$ cat src/rtl/dtc_defs.vh
// constants for the dual timer/counter block
//
// Operation
// - timer a prescaler bit 0: clear ticks at fsys/12, set ticks at fsys.
// - timer b prescaler bit 1: clear ticks at fsys/12, set ticks at fsys.
// - enable bits b at 3, a at 1; request only while the enable is set.
// - priority bits b at 3, a at 1; zero low, one high priority.
// - timer a has four modes chosen by a two-bit field in the mode register.
// - mode codes: 00 13-bit, 01 16-bit, 10 auto-reload, 11 split or stop.
// - timer a 13-bit: high byte bits 12..5, low byte 4..0, top three ignored.
// - timer a overflow sets its flag, which requests an interrupt when enabled.
// - timer a count source set counts pin falling edges, clear counts ticks.
// - timer a counts only while run is set; run never clears the count.
// - mode 1 uses all low byte bits as a full 16-bit counter.
// - timer a auto-reload: low byte wrap sets flag, reloads from high byte.
// - split mode: timer a low byte is an 8-bit counter with its own controls.
// - split mode: high byte counts ticks gated by b run, sets b flag.
// - in split mode timer b own counter holds its value.
// - timer b has 13-bit, 16-bit and auto-reload modes by its own field.
// - timer b mode 11 stops timer b counting.
// - timer b 13-bit: high byte bits 12..5, low byte 4..0, top three ignored.
// - timer b overflow sets its flag, which requests an interrupt when enabled.
// - timer b count source set counts pin falling edges, clear counts ticks.
// - setting timer b run keeps the count and resumes from it.
// - timer b mode 1 uses all low byte bits as a 16-bit counter.
// - timer b auto-reload: low byte wrap sets flag, reloads from high byte.
// - each overflow flag clears when the core vectors to its routine.
`ifndef DTC_DEFS_VH
`define DTC_DEFS_VH

// register addresses on the special function register bus
`define DTC_ADDR_CONTROL 8'h88
`define DTC_ADDR_MODE 8'h89
`define DTC_ADDR_A_LOW 8'h8a
`define DTC_ADDR_B_LOW 8'h8b
`define DTC_ADDR_A_HIGH 8'h8c
`define DTC_ADDR_B_HIGH 8'h8d
`define DTC_ADDR_PRESCALE 8'h8e
`define DTC_ADDR_IRQ_ENABLE 8'ha8
`define DTC_ADDR_IRQ_PRIORITY 8'hb8

// control register fields
`define DTC_CTL_B_FLAG 7
`define DTC_CTL_B_RUN 6
`define DTC_CTL_A_FLAG 5
`define DTC_CTL_A_RUN 4

// mode register fields
`define DTC_MODE_B_SRC 6
`define DTC_MODE_B_HI 5
`define DTC_MODE_B_LO 4
`define DTC_MODE_A_SRC 2
`define DTC_MODE_A_HI 1
`define DTC_MODE_A_LO 0

// prescale, enable and priority fields
`define DTC_PRE_A_FAST 0
`define DTC_PRE_B_FAST 1
`define DTC_IRQ_B_BIT 3
`define DTC_IRQ_A_BIT 1

// mode codes
`define DTC_MODE_13BIT 2'h0
`define DTC_MODE_16BIT 2'h1
`define DTC_MODE_RELOAD 2'h2
`define DTC_MODE_SPLIT 2'h3

// prescaler divide ratio and last count value
`define DTC_PRESCALE_DIV 4'hc
`define DTC_PRESCALE_LAST 4'hb

// reset values
`define DTC_RST_BYTE 8'h00
`define DTC_RST_BIT 1'b0

`endif

$ cat src/rtl/dtc_count.v
// next value and overflow of one timer counter pair for a given mode
`timescale 1ns/10ps
`default_nettype none
`include "dtc_defs.vh"

module dtc_count (
  input wire [1:0] mode_i,
  input wire inc_i,
  input wire [7:0] lo_i,
  input wire [7:0] hi_i,
  output reg [7:0] lo_o,
  output reg [7:0] hi_o,
  output reg ovf_o
);

  reg [13:0] sum13;
  reg [16:0] sum16;
  reg [8:0] sum8;

  // mode 3 here is a free running 8-bit low byte, high byte untouched
  always @*
  begin
    sum13 = {1'b0, hi_i, lo_i[4:0]} + 14'h0001;
    sum16 = {1'b0, hi_i, lo_i} + 17'h00001;
    sum8 = {1'b0, lo_i} + 9'h001;
    lo_o = lo_i;
    hi_o = hi_i;
    ovf_o = 1'b0;
    if (inc_i)
    begin
      case (mode_i)
        `DTC_MODE_13BIT:
        begin
          lo_o = {lo_i[7:5], sum13[4:0]};
          hi_o = sum13[12:5];
          ovf_o = sum13[13];
        end
        `DTC_MODE_16BIT:
        begin
          lo_o = sum16[7:0];
          hi_o = sum16[15:8];
          ovf_o = sum16[16];
        end
        `DTC_MODE_RELOAD:
        begin
          lo_o = sum8[8] ? hi_i : sum8[7:0];
          ovf_o = sum8[8];
        end
        default:
        begin
          lo_o = sum8[7:0];
          ovf_o = sum8[8];
        end
      endcase
    end
  end

endmodule

`default_nettype wire

$ cat src/rtl/dtc_tick.v
// tick source for one timer: prescaler and count pin edge detector
`timescale 1ns/10ps
`default_nettype none
`include "dtc_defs.vh"

module dtc_tick (
  input wire clk_i,
  input wire rstn_i,
  input wire fast_sel_i,
  input wire count_src_i,
  input wire count_pin_i,
  output wire slow_tick_o,
  output wire tick_o
);

  reg [3:0] div_reg;
  reg sync1_reg;
  reg sync2_reg;
  reg last_reg;
  wire pin_fall;

  // free running divide by twelve
  always @(posedge clk_i)
  begin
    if (!rstn_i)
      div_reg <= 4'h0;
    else if (div_reg == `DTC_PRESCALE_LAST)
      div_reg <= 4'h0;
    else
      div_reg <= div_reg + 4'h1;
  end

  // two stage synchroniser and falling edge history
  always @(posedge clk_i)
  begin
    if (!rstn_i)
    begin
      sync1_reg <= 1'b1;
      sync2_reg <= 1'b1;
      last_reg <= 1'b1;
    end
    else
    begin
      sync1_reg <= count_pin_i;
      sync2_reg <= sync1_reg;
      last_reg <= sync2_reg;
    end
  end

  assign pin_fall = last_reg & ~sync2_reg;
  // fast select bypasses the divider
  assign slow_tick_o = fast_sel_i | (div_reg == `DTC_PRESCALE_LAST);
  assign tick_o = count_src_i ? pin_fall : slow_tick_o;

endmodule

`default_nettype wire

$ cat src/rtl/dtc_top.v
// dual timer/counter with its special function registers
`timescale 1ns/10ps
`default_nettype none
`include "dtc_defs.vh"

module dtc_top (
  input wire clk_i,
  input wire rstn_i,
  input wire [7:0] sfr_addr_i,
  input wire sfr_wr_i,
  input wire sfr_rd_i,
  input wire [7:0] sfr_wdata_i,
  output wire [7:0] sfr_rdata_o,
  input wire timer_a_count_pin_i,
  input wire timer_b_count_pin_i,
  input wire timer_a_irq_ack_i,
  input wire timer_b_irq_ack_i,
  output wire timer_a_irq_o,
  output wire timer_b_irq_o,
  output wire timer_a_irq_priority_o,
  output wire timer_b_irq_priority_o
);

  // byte chosen for a counter: a core write wins over the hardware value
  function [7:0] dtc_pick;
    input wr;
    input [7:0] wdata;
    input [7:0] hw;
    begin
      if (wr)
        dtc_pick = wdata;
      else
        dtc_pick = hw;
    end
  endfunction

  // overflow flag update: a hardware set always wins over any clear
  function dtc_flag;
    input set;
    input wr;
    input wbit;
    input ack;
    input cur;
    begin
      if (set)
        dtc_flag = 1'b1;
      else if (wr)
        dtc_flag = wbit;
      else if (ack)
        dtc_flag = 1'b0;
      else
        dtc_flag = cur;
    end
  endfunction

  // register storage
  reg a_run_reg;
  reg b_run_reg;
  reg a_flag_reg;
  reg b_flag_reg;
  reg a_src_reg;
  reg b_src_reg;
  reg [1:0] a_mode_reg;
  reg [1:0] b_mode_reg;
  reg a_fast_reg;
  reg b_fast_reg;
  reg a_irq_en_reg;
  reg b_irq_en_reg;
  reg a_prio_reg;
  reg b_prio_reg;
  reg [7:0] a_lo_reg;
  reg [7:0] a_hi_reg;
  reg [7:0] b_lo_reg;
  reg [7:0] b_hi_reg;
  reg [7:0] rdata_reg;

  // next values
  reg a_flag_next;
  reg b_flag_next;
  reg [7:0] a_lo_next;
  reg [7:0] a_hi_next;
  reg [7:0] b_lo_next;
  reg [7:0] b_hi_next;
  reg [7:0] rdata_next;

  // write strobes
  wire wr_ctl;
  wire wr_mode;
  wire wr_a_lo;
  wire wr_a_hi;
  wire wr_b_lo;
  wire wr_b_hi;
  wire wr_pre;
  wire wr_ien;
  wire wr_ipr;

  // tick sources
  wire a_slow_tick;
  wire a_tick;
  wire b_tick;

  // counter engine results
  wire split_mode;
  wire a_inc;
  wire b_inc;
  wire hi_split_inc;
  wire [7:0] a_lo_hw;
  wire [7:0] a_hi_hw;
  wire a_ovf;
  wire [7:0] b_lo_hw;
  wire [7:0] b_hi_hw;
  wire b_ovf;
  wire [8:0] hi_split_sum;
  wire hi_split_ovf;

  // address decode of core writes
  assign wr_ctl = sfr_wr_i & (sfr_addr_i == `DTC_ADDR_CONTROL);
  assign wr_mode = sfr_wr_i & (sfr_addr_i == `DTC_ADDR_MODE);
  assign wr_a_lo = sfr_wr_i & (sfr_addr_i == `DTC_ADDR_A_LOW);
  assign wr_a_hi = sfr_wr_i & (sfr_addr_i == `DTC_ADDR_A_HIGH);
  assign wr_b_lo = sfr_wr_i & (sfr_addr_i == `DTC_ADDR_B_LOW);
  assign wr_b_hi = sfr_wr_i & (sfr_addr_i == `DTC_ADDR_B_HIGH);
  assign wr_pre = sfr_wr_i & (sfr_addr_i == `DTC_ADDR_PRESCALE);
  assign wr_ien = sfr_wr_i & (sfr_addr_i == `DTC_ADDR_IRQ_ENABLE);
  assign wr_ipr = sfr_wr_i & (sfr_addr_i == `DTC_ADDR_IRQ_PRIORITY);

  // timer a tick: pin edges or divided clock
  dtc_tick u_tick_a (
    .clk_i(clk_i),
    .rstn_i(rstn_i),
    .fast_sel_i(a_fast_reg),
    .count_src_i(a_src_reg),
    .count_pin_i(timer_a_count_pin_i),
    .slow_tick_o(a_slow_tick),
    .tick_o(a_tick)
  );

  // timer b tick: pin edges or divided clock
  dtc_tick u_tick_b (
    .clk_i(clk_i),
    .rstn_i(rstn_i),
    .fast_sel_i(b_fast_reg),
    .count_src_i(b_src_reg),
    .count_pin_i(timer_b_count_pin_i),
    .slow_tick_o(),
    .tick_o(b_tick)
  );

  // run gating for both timers
  assign split_mode = (a_mode_reg == `DTC_MODE_SPLIT);
  assign a_inc = a_run_reg & a_tick;
  // timer b holds in split mode and stops in its own mode 3
  assign b_inc = b_run_reg & b_tick & ~split_mode & (b_mode_reg != `DTC_MODE_SPLIT);
  // split high byte counts timer a's prescaler tick only, never pin edges, gated by b run
  assign hi_split_inc = split_mode & b_run_reg & a_slow_tick;

  // timer a engine; its mode 3 makes the low byte a free 8-bit counter
  dtc_count u_count_a (
    .mode_i(a_mode_reg),
    .inc_i(a_inc),
    .lo_i(a_lo_reg),
    .hi_i(a_hi_reg),
    .lo_o(a_lo_hw),
    .hi_o(a_hi_hw),
    .ovf_o(a_ovf)
  );

  // timer b engine; mode 3 never reaches it because b_inc is held low
  dtc_count u_count_b (
    .mode_i(b_mode_reg),
    .inc_i(b_inc),
    .lo_i(b_lo_reg),
    .hi_i(b_hi_reg),
    .lo_o(b_lo_hw),
    .hi_o(b_hi_hw),
    .ovf_o(b_ovf)
  );

  // split high byte incrementer
  assign hi_split_sum = {1'b0, a_hi_reg} + 9'h001;
  assign hi_split_ovf = hi_split_inc & hi_split_sum[8];

  // counter bytes: hardware update unless the core writes the byte
  always @*
  begin
    a_lo_next = dtc_pick(wr_a_lo, sfr_wdata_i, a_lo_hw);
    if (hi_split_inc)
      a_hi_next = dtc_pick(wr_a_hi, sfr_wdata_i, hi_split_sum[7:0]);
    else
      a_hi_next = dtc_pick(wr_a_hi, sfr_wdata_i, a_hi_hw);
    b_lo_next = dtc_pick(wr_b_lo, sfr_wdata_i, b_lo_hw);
    b_hi_next = dtc_pick(wr_b_hi, sfr_wdata_i, b_hi_hw);
  end

  // overflow flags: set by overflow, cleared by vectoring or a core write
  always @*
  begin
    a_flag_next = dtc_flag(a_ovf, wr_ctl, sfr_wdata_i[`DTC_CTL_A_FLAG],
                           timer_a_irq_ack_i, a_flag_reg);
    b_flag_next = dtc_flag(b_ovf | hi_split_ovf, wr_ctl, sfr_wdata_i[`DTC_CTL_B_FLAG],
                           timer_b_irq_ack_i, b_flag_reg);
  end

  // counter and flag state
  always @(posedge clk_i)
  begin
    if (!rstn_i)
    begin
      a_lo_reg <= `DTC_RST_BYTE;
      a_hi_reg <= `DTC_RST_BYTE;
      b_lo_reg <= `DTC_RST_BYTE;
      b_hi_reg <= `DTC_RST_BYTE;
      a_flag_reg <= `DTC_RST_BIT;
      b_flag_reg <= `DTC_RST_BIT;
    end
    else
    begin
      a_lo_reg <= a_lo_next;
      a_hi_reg <= a_hi_next;
      b_lo_reg <= b_lo_next;
      b_hi_reg <= b_hi_next;
      a_flag_reg <= a_flag_next;
      b_flag_reg <= b_flag_next;
    end
  end

  // run bits; writing run leaves the counter bytes alone
  always @(posedge clk_i)
  begin
    if (!rstn_i)
    begin
      a_run_reg <= `DTC_RST_BIT;
      b_run_reg <= `DTC_RST_BIT;
    end
    else if (wr_ctl)
    begin
      a_run_reg <= sfr_wdata_i[`DTC_CTL_A_RUN];
      b_run_reg <= sfr_wdata_i[`DTC_CTL_B_RUN];
    end
  end

  // mode register fields
  always @(posedge clk_i)
  begin
    if (!rstn_i)
    begin
      a_src_reg <= `DTC_RST_BIT;
      b_src_reg <= `DTC_RST_BIT;
      a_mode_reg <= `DTC_MODE_13BIT;
      b_mode_reg <= `DTC_MODE_13BIT;
    end
    else if (wr_mode)
    begin
      a_src_reg <= sfr_wdata_i[`DTC_MODE_A_SRC];
      b_src_reg <= sfr_wdata_i[`DTC_MODE_B_SRC];
      a_mode_reg <= {sfr_wdata_i[`DTC_MODE_A_HI], sfr_wdata_i[`DTC_MODE_A_LO]};
      b_mode_reg <= {sfr_wdata_i[`DTC_MODE_B_HI], sfr_wdata_i[`DTC_MODE_B_LO]};
    end
  end

  // prescaler select bits
  always @(posedge clk_i)
  begin
    if (!rstn_i)
    begin
      a_fast_reg <= `DTC_RST_BIT;
      b_fast_reg <= `DTC_RST_BIT;
    end
    else if (wr_pre)
    begin
      a_fast_reg <= sfr_wdata_i[`DTC_PRE_A_FAST];
      b_fast_reg <= sfr_wdata_i[`DTC_PRE_B_FAST];
    end
  end

  // interrupt enable bits of the two timers
  always @(posedge clk_i)
  begin
    if (!rstn_i)
    begin
      a_irq_en_reg <= `DTC_RST_BIT;
      b_irq_en_reg <= `DTC_RST_BIT;
    end
    else if (wr_ien)
    begin
      a_irq_en_reg <= sfr_wdata_i[`DTC_IRQ_A_BIT];
      b_irq_en_reg <= sfr_wdata_i[`DTC_IRQ_B_BIT];
    end
  end

  // interrupt priority bits of the two timers
  always @(posedge clk_i)
  begin
    if (!rstn_i)
    begin
      a_prio_reg <= `DTC_RST_BIT;
      b_prio_reg <= `DTC_RST_BIT;
    end
    else if (wr_ipr)
    begin
      a_prio_reg <= sfr_wdata_i[`DTC_IRQ_A_BIT];
      b_prio_reg <= sfr_wdata_i[`DTC_IRQ_B_BIT];
    end
  end

  // read mux; bits owned by other blocks and reserved bits read zero
  always @*
  begin
    rdata_next = 8'h00;
    case (sfr_addr_i)
      `DTC_ADDR_CONTROL:
      begin
        rdata_next[`DTC_CTL_B_FLAG] = b_flag_reg;
        rdata_next[`DTC_CTL_B_RUN] = b_run_reg;
        rdata_next[`DTC_CTL_A_FLAG] = a_flag_reg;
        rdata_next[`DTC_CTL_A_RUN] = a_run_reg;
      end
      `DTC_ADDR_MODE:
      begin
        rdata_next[`DTC_MODE_B_SRC] = b_src_reg;
        rdata_next[`DTC_MODE_B_HI] = b_mode_reg[1];
        rdata_next[`DTC_MODE_B_LO] = b_mode_reg[0];
        rdata_next[`DTC_MODE_A_SRC] = a_src_reg;
        rdata_next[`DTC_MODE_A_HI] = a_mode_reg[1];
        rdata_next[`DTC_MODE_A_LO] = a_mode_reg[0];
      end
      `DTC_ADDR_A_LOW:
        rdata_next = a_lo_reg;
      `DTC_ADDR_A_HIGH:
        rdata_next = a_hi_reg;
      `DTC_ADDR_B_LOW:
        rdata_next = b_lo_reg;
      `DTC_ADDR_B_HIGH:
        rdata_next = b_hi_reg;
      `DTC_ADDR_PRESCALE:
      begin
        rdata_next[`DTC_PRE_A_FAST] = a_fast_reg;
        rdata_next[`DTC_PRE_B_FAST] = b_fast_reg;
      end
      `DTC_ADDR_IRQ_ENABLE:
      begin
        rdata_next[`DTC_IRQ_A_BIT] = a_irq_en_reg;
        rdata_next[`DTC_IRQ_B_BIT] = b_irq_en_reg;
      end
      `DTC_ADDR_IRQ_PRIORITY:
      begin
        rdata_next[`DTC_IRQ_A_BIT] = a_prio_reg;
        rdata_next[`DTC_IRQ_B_BIT] = b_prio_reg;
      end
      default:
        rdata_next = 8'h00;
    endcase
  end

  // read data is captured on a read strobe and held until the next one
  always @(posedge clk_i)
  begin
    if (!rstn_i)
      rdata_reg <= `DTC_RST_BYTE;
    else if (sfr_rd_i)
      rdata_reg <= rdata_next;
  end

  assign sfr_rdata_o = rdata_reg;

  // interrupt requests follow the sticky flags while enabled
  assign timer_a_irq_o = a_flag_reg & a_irq_en_reg;
  assign timer_b_irq_o = b_flag_reg & b_irq_en_reg;
  assign timer_a_irq_priority_o = a_prio_reg;
  assign timer_b_irq_priority_o = b_prio_reg;

endmodule

`default_nettype wire

$ cat config.mk
export PLATFORM = sky130hd
export DESIGN_NAME = dtc_top
export DESIGN_NICKNAME = d
export VERILOG_FILES = /design/src/rtl/dtc_count.v /design/src/rtl/dtc_tick.v /design/src/rtl/dtc_top.v
export VERILOG_INCLUDE_DIRS = /design/src /design/src/rtl
export SDC_FILE = /design/constraint.sdc
export NUM_CORES = 1
export LEC_CHECK = 0
export ABC_AREA = 1
export BUFFER_PORTS_ARGS = -buffer_cell sky130_fd_sc_hd__buf_2
export CAP_MARGIN = 40
export CORE_MARGIN = 4
export CORE_UTILIZATION = 30
export CTS_BUF_LIST = sky130_fd_sc_hd__clkbuf_8 sky130_fd_sc_hd__clkbuf_16
export CTS_CLUSTER_DIAMETER = 200
export CTS_CLUSTER_SIZE = 28
export DETAILED_ROUTE_END_ITERATION = 8
export PLACE_DENSITY = 0.45
export SYNTH_ARGS = -nofsm -noshare
export SYNTH_HDL_FRONTEND = slang
export SYNTH_SLANG_ARGS = --single-unit
$ cat constraint.sdc
create_clock -name clk_i -period 3.6 [get_ports clk_i]
set_input_delay 0.36 -clock clk_i [delete_from_list [all_inputs] [get_ports clk_i]]
set_output_delay 0.36 -clock clk_i [all_outputs]
set_load 0.01 [all_outputs]
==> impl_results.html <==
<table>
<tr><th>Metric</th><th>Value</th></tr>
<tr><th colspan="2">Run status</th></tr>
<tr><td>Outcome</td><td>completed</td></tr>
<tr><th colspan="2">Logic synthesis</th></tr>
<tr><td>Largest area contributor in the synthesized netlist</td><td>sky130_fd_sc_hd__dfxtp_1</td></tr>
<tr><td>Asr flop ratio synth</td><td>0%</td></tr>
<tr><td>Mean instance size in the synthesized netlist</td><td>6.30 um2</td></tr>
<tr><td>Sequential element share of the synthesized area</td><td>29.8%</td></tr>
<tr><td>Post-synth EDFFs</td><td>0</td></tr>
<tr><td>Most instantiated flip-flop cell in the synthesis netlist</td><td>sky130_fd_sc_hd__dfxtp_1</td></tr>
<tr><td>Cell area after synthesis</td><td>4700 um2</td></tr>
<tr><td>Unique cell type count in the Yosys netlist</td><td>42</td></tr>
<tr><td>Yosys warnings</td><td>0</td></tr>
<tr><td>Leading post-synthesis cells by instance count</td><td>sky130_fd_sc_hd__nand2_1, sky130_fd_sc_hd__nor2_1, sky130_fd_sc_hd__nand3_1</td></tr>
<tr><td>Number of nets in the synthesized netlist</td><td>774</td></tr>
<tr><td>Leading cell type by number of instances after synthesis</td><td>sky130_fd_sc_hd__nand2_1</td></tr>
<tr><td>Cell count after synthesis</td><td>745</td></tr>
<tr><td>Share of the synthesized area in the top cell type</td><td>29.8%</td></tr>
<tr><td>Seq cells post-synth</td><td>70</td></tr>
<tr><td>Dominant cells by area after synthesis</td><td>sky130_fd_sc_hd__dfxtp_1, sky130_fd_sc_hd__nand2_1, sky130_fd_sc_hd__nand3_1</td></tr>
<tr><th colspan="2">GRT</th></tr>
<tr><td>Number of antenna violations at the first check in global routing</td><td>0</td></tr>
<tr><td>Number of global-route vias before repair</td><td>4839</td></tr>
<tr><td>Met2 Resource Use GR</td><td>31.1%</td></tr>
<tr><td>Met1 track utilization from global routing</td><td>25.8%</td></tr>
<tr><td>Layer with the highest usage after global routing</td><td>met2</td></tr>
<tr><td>Global-route wire length before repair</td><td>26700 um</td></tr>
<tr><td>GR Util met3</td><td>4.46%</td></tr>
<tr><td>GR Overflow Total</td><td>0</td></tr>
<tr><td>Overall routing resource usage</td><td>19.2%</td></tr>
<tr><td>Pin count of the biggest net entering global routing</td><td>33</td></tr>
<tr><th colspan="2">Setup path</th></tr>
<tr><td>CP startpoint kind</td><td>flop</td></tr>
<tr><td>Worst path arrival time</td><td>2180 ps</td></tr>
<tr><td>Critical path cell sequence</td><td>ha_1, nand2_1, nor2_4, nand4_1, nor2_1, a21oi_1, nand2_1, a31oi_1</td></tr>
<tr><td>Critical path fanouts, max</td><td>12</td></tr>
<tr><td>Kind of cell adding the most delay to the critical path</td><td>simple AND/OR/NAND/NOR gates</td></tr>
<tr><td>Master of the slowest instance on the critical path</td><td>sky130_fd_sc_hd__dfxtp_1</td></tr>
<tr><td>Worst path bufs/invs</td><td>0</td></tr>
<tr><td>Required time at the worst-slack endpoint</td><td>3810 ps</td></tr>
<tr><td>Most numerous cell on the critical path</td><td>sky130_fd_sc_hd__nand2_1</td></tr>
<tr><td>Kind of critical path</td><td>reg2reg</td></tr>
<tr><td>CP endpoint kind</td><td>flop</td></tr>
<tr><td>Largest stage delay on the critical path</td><td>430 ps</td></tr>
<tr><th colspan="2">CTS</th></tr>
<tr><td>Bufs on Longest Clock Path</td><td>2</td></tr>
<tr><td>H-Tree Level Count</td><td>3</td></tr>
<tr><td>Number of sinks on the clock net</td><td>70</td></tr>
<tr><td>Later-pin clock latency in the skew report</td><td>340 ps</td></tr>
<tr><td>Setup Fix Bufs, Post-CTS</td><td>0</td></tr>
<tr><td>Root Driver</td><td>sky130_fd_sc_hd__clkbuf_16</td></tr>
<tr><td>Clock slew at reported path FFs</td><td>60 ps</td></tr>
<tr><td>Number of buffers inserted during clock tree synthesis</td><td>9</td></tr>
<tr><td>CTS resizes</td><td>0</td></tr>
<tr><td>CTS tree</td><td>yes</td></tr>
<tr><td>Hold-fix buffers at CTS</td><td>0</td></tr>
<tr><th colspan="2">Timing</th></tr>
<tr><td>Number of setup violations in the final report</td><td>0</td></tr>
<tr><td>Final period demand of the worst path</td><td>1970 ps</td></tr>
<tr><td>Number of slew-limit violations in the final report</td><td>0</td></tr>
<tr><td>Setup skew after layout</td><td>9.79 ps</td></tr>
<tr><td>Unrepaired setup endpoints after global routing</td><td>false</td></tr>
<tr><td>Hold Fails Final Rpt</td><td>0</td></tr>
<tr><td>Final period util</td><td>54.7%</td></tr>
<tr><td>Worst-Margin Slew</td><td>561 ps</td></tr>
<tr><td>Max-Slew Margin vs Limit</td><td>62.6%</td></tr>
<tr><td>TNS Setup</td><td>0 ps</td></tr>
<tr><td>Timing-limited maximum frequency</td><td>508 MHz</td></tr>
<tr><th colspan="2">Power</th></tr>
<tr><td>VDD IR-drop max</td><td>0.000182 V</td></tr>
<tr><td>Total power density per cell area</td><td>343 nW/um2</td></tr>
<tr><td>Static Leakage</td><td>0.00221 uW</td></tr>
<tr><th colspan="2">Final layout</th></tr>
<tr><td>Number of filler instances in the final layout</td><td>1690</td></tr>
<tr><td>Total area of multi-input combinational cells</td><td>2870 um2</td></tr>
<tr><td>Total inserted antenna cells</td><td>0</td></tr>
<tr><td>Total area of sequential cells</td><td>1400 um2</td></tr>
<tr><td>Final non-filler cell area</td><td>5380 um2</td></tr>
<tr><td>Synth-to-layout area growth</td><td>14.5%</td></tr>
<tr><td>Share of post-route cells with drive strength above 1</td><td>14.8%</td></tr>
<tr><td>Total Nets Final</td><td>807</td></tr>
<tr><th colspan="2">Placed design</th></tr>
<tr><td>HPWL reported at the end of detailed placement</td><td>12800 um</td></tr>
<tr><td>Gpl congestion</td><td>0.895</td></tr>
<tr><td>Number of input and output port buffers inserted</td><td>35</td></tr>
<tr><td>Post-Place Cell Area</td><td>5070 um2</td></tr>
<tr><th colspan="2">Drt</th></tr>
<tr><td>Final ANT Viol Nets</td><td>0</td></tr>
<tr><td>Iter 0 DRT Violations</td><td>341</td></tr>
<tr><td>Overall routed net length</td><td>16700 um</td></tr>
<tr><td>Residual DRC</td><td>0</td></tr>
<tr><td>Via count</td><td>5005</td></tr>
<tr><td>Detail-routed via count per cell</td><td>5.04</td></tr>
<tr><td>Routed wire length per instance</td><td>16.8 um</td></tr>
<tr><td>Drt first pass iters</td><td>5</td></tr>
<tr><th colspan="2">Job</th></tr>
<tr><td>Max-capacitance violation count</td><td>0</td></tr>
<tr><th colspan="2">Min path</th></tr>
<tr><td>Hold/Removal Path Class</td><td>in2reg</td></tr>
<tr><th colspan="2">Die</th></tr>
<tr><td>Die ar.</td><td>17700 um2</td></tr>
<tr><td>Core Box Area</td><td>15300 um2</td></tr>
<tr><td>Number of ports placed on the die boundary</td><td>36</td></tr>
<tr><td>Initial Utilization</td><td>30.8%</td></tr>
<tr><td>Std-Cell Rows</td><td>45</td></tr>
<tr><td>Vertical die dimension</td><td>133 um</td></tr>
<tr><td>Horizontal die dimension</td><td>133 um</td></tr>
</table>
metrics by stage:
step | std cells | worst slack [ps] | util, % | hold slack, ps | total power [uW]
2_1_floorplan | 745 | 2080 | - | 392 | 867
3_3_place_gp | 978 | 1610 | 33.3 | 398 | 918
3_5_place_dp | 978 | 1590 | 33.3 | 402 | 921
4_1_cts | 994 | 1610 | 35.3 | 194 | 1870
5_1_grt | 994 | 1370 | 35.3 | 204 | 1920
6_report | 994 | 1630 | 35.3 | 205 | 1840
final timing paths:
check	cells after the start	from	to	slack [ps]
min	2	timer_a_count_pin_i	u_tick_a.sync1_reg	200
max reg2reg	8	a_lo_reg[0]	a_lo_reg[2]	1630
max	8	a_lo_reg[0]	a_lo_reg[2]	1630
min reg2reg	1	u_tick_b.sync1_reg	u_tick_b.sync2_reg	410
worst reg2reg max path: stages (launching register included):
cell and delay [ps]:
sky130_fd_sc_hd__dfxtp_1 430, sky130_fd_sc_hd__ha_1 230, sky130_fd_sc_hd__nand2_1 130, sky130_fd_sc_hd__nor2_4 180
sky130_fd_sc_hd__nand4_1 430, sky130_fd_sc_hd__nor2_1 240, sky130_fd_sc_hd__a21oi_1 60, sky130_fd_sc_hd__nand2_1 80
sky130_fd_sc_hd__a31oi_1 60
metal layers:
layer | share of wire (%) | vias to the layer above
li1 | - | 2515
met1 | 47 | 2335
met2 | 45 | 125
met3 | 5.6 | 30
met4 | 2.0 | 0
met5 | 0 | -
cell families after synthesis:
| family | Yosys count | synth area share, % |
|---|---|---|
| AND/OR/NAND/NOR | 410 | 40.8 |
| buffers and inverters | 110 | 9.14 |
| adder cells (fa/ha/maj) | 5 | 1.33 |
| AO/OA/AOI/OAI | 140 | 17.0 |
| flip-flops | 70 | 29.8 |
| XOR/XNOR | 10 | 1.86 |
area by class of cell:
cell class                      instances  share of cell area [%]
Clock buffer                            9                    4.19
Inverter                               96                    6.70
Tap cell                              211                    4.91
Timing Repair Buffer                   36                    3.40
Multi-Input combinational cell        565                    53.3
Clock inverter                          7                    1.47
Sequential cell                        70                    26.1
where the power goes:
group / internal [uW] / switching (uW)
clock network: 548 / 392
registers: 788 / 7.72
logic: 31.4 / 75.8
total: 1370 / 476
placed cells by master, fill, tap and decap left out, drive strengths merged:
| master | netlist | layout |
|---|---|---|
| nand3 | 77 | 77 |
| nor2 | 90 | 90 |
| o211ai | 7 | 7 |
| nand4 | 12 | 12 |
| a31oi | 13 | 13 |
| buf | 6 | 36 |
| dfxtp | 70 | 70 |
| clkinv | 5 | 6 |
| clkbuf | 8 | 9 |
| bufinv | 0 | 1 |
| nor3 | 8 | 8 |
| or2 | 8 | 8 |
| nand2 | 212 | 212 |
| nand3b | 3 | 3 |
| o21ai | 54 | 54 |
| xnor2 | 4 | 4 |
| a21oi | 49 | 49 |
| inv | 91 | 96 |
| ha | 5 | 5 |
| o21bai | 1 | 1 |
| o221ai | 3 | 3 |
| xor2 | 6 | 6 |
| o2111ai | 3 | 3 |
| a211oi | 3 | 3 |
| o22ai | 7 | 7 |
Power figures use the tool's default switching activity.
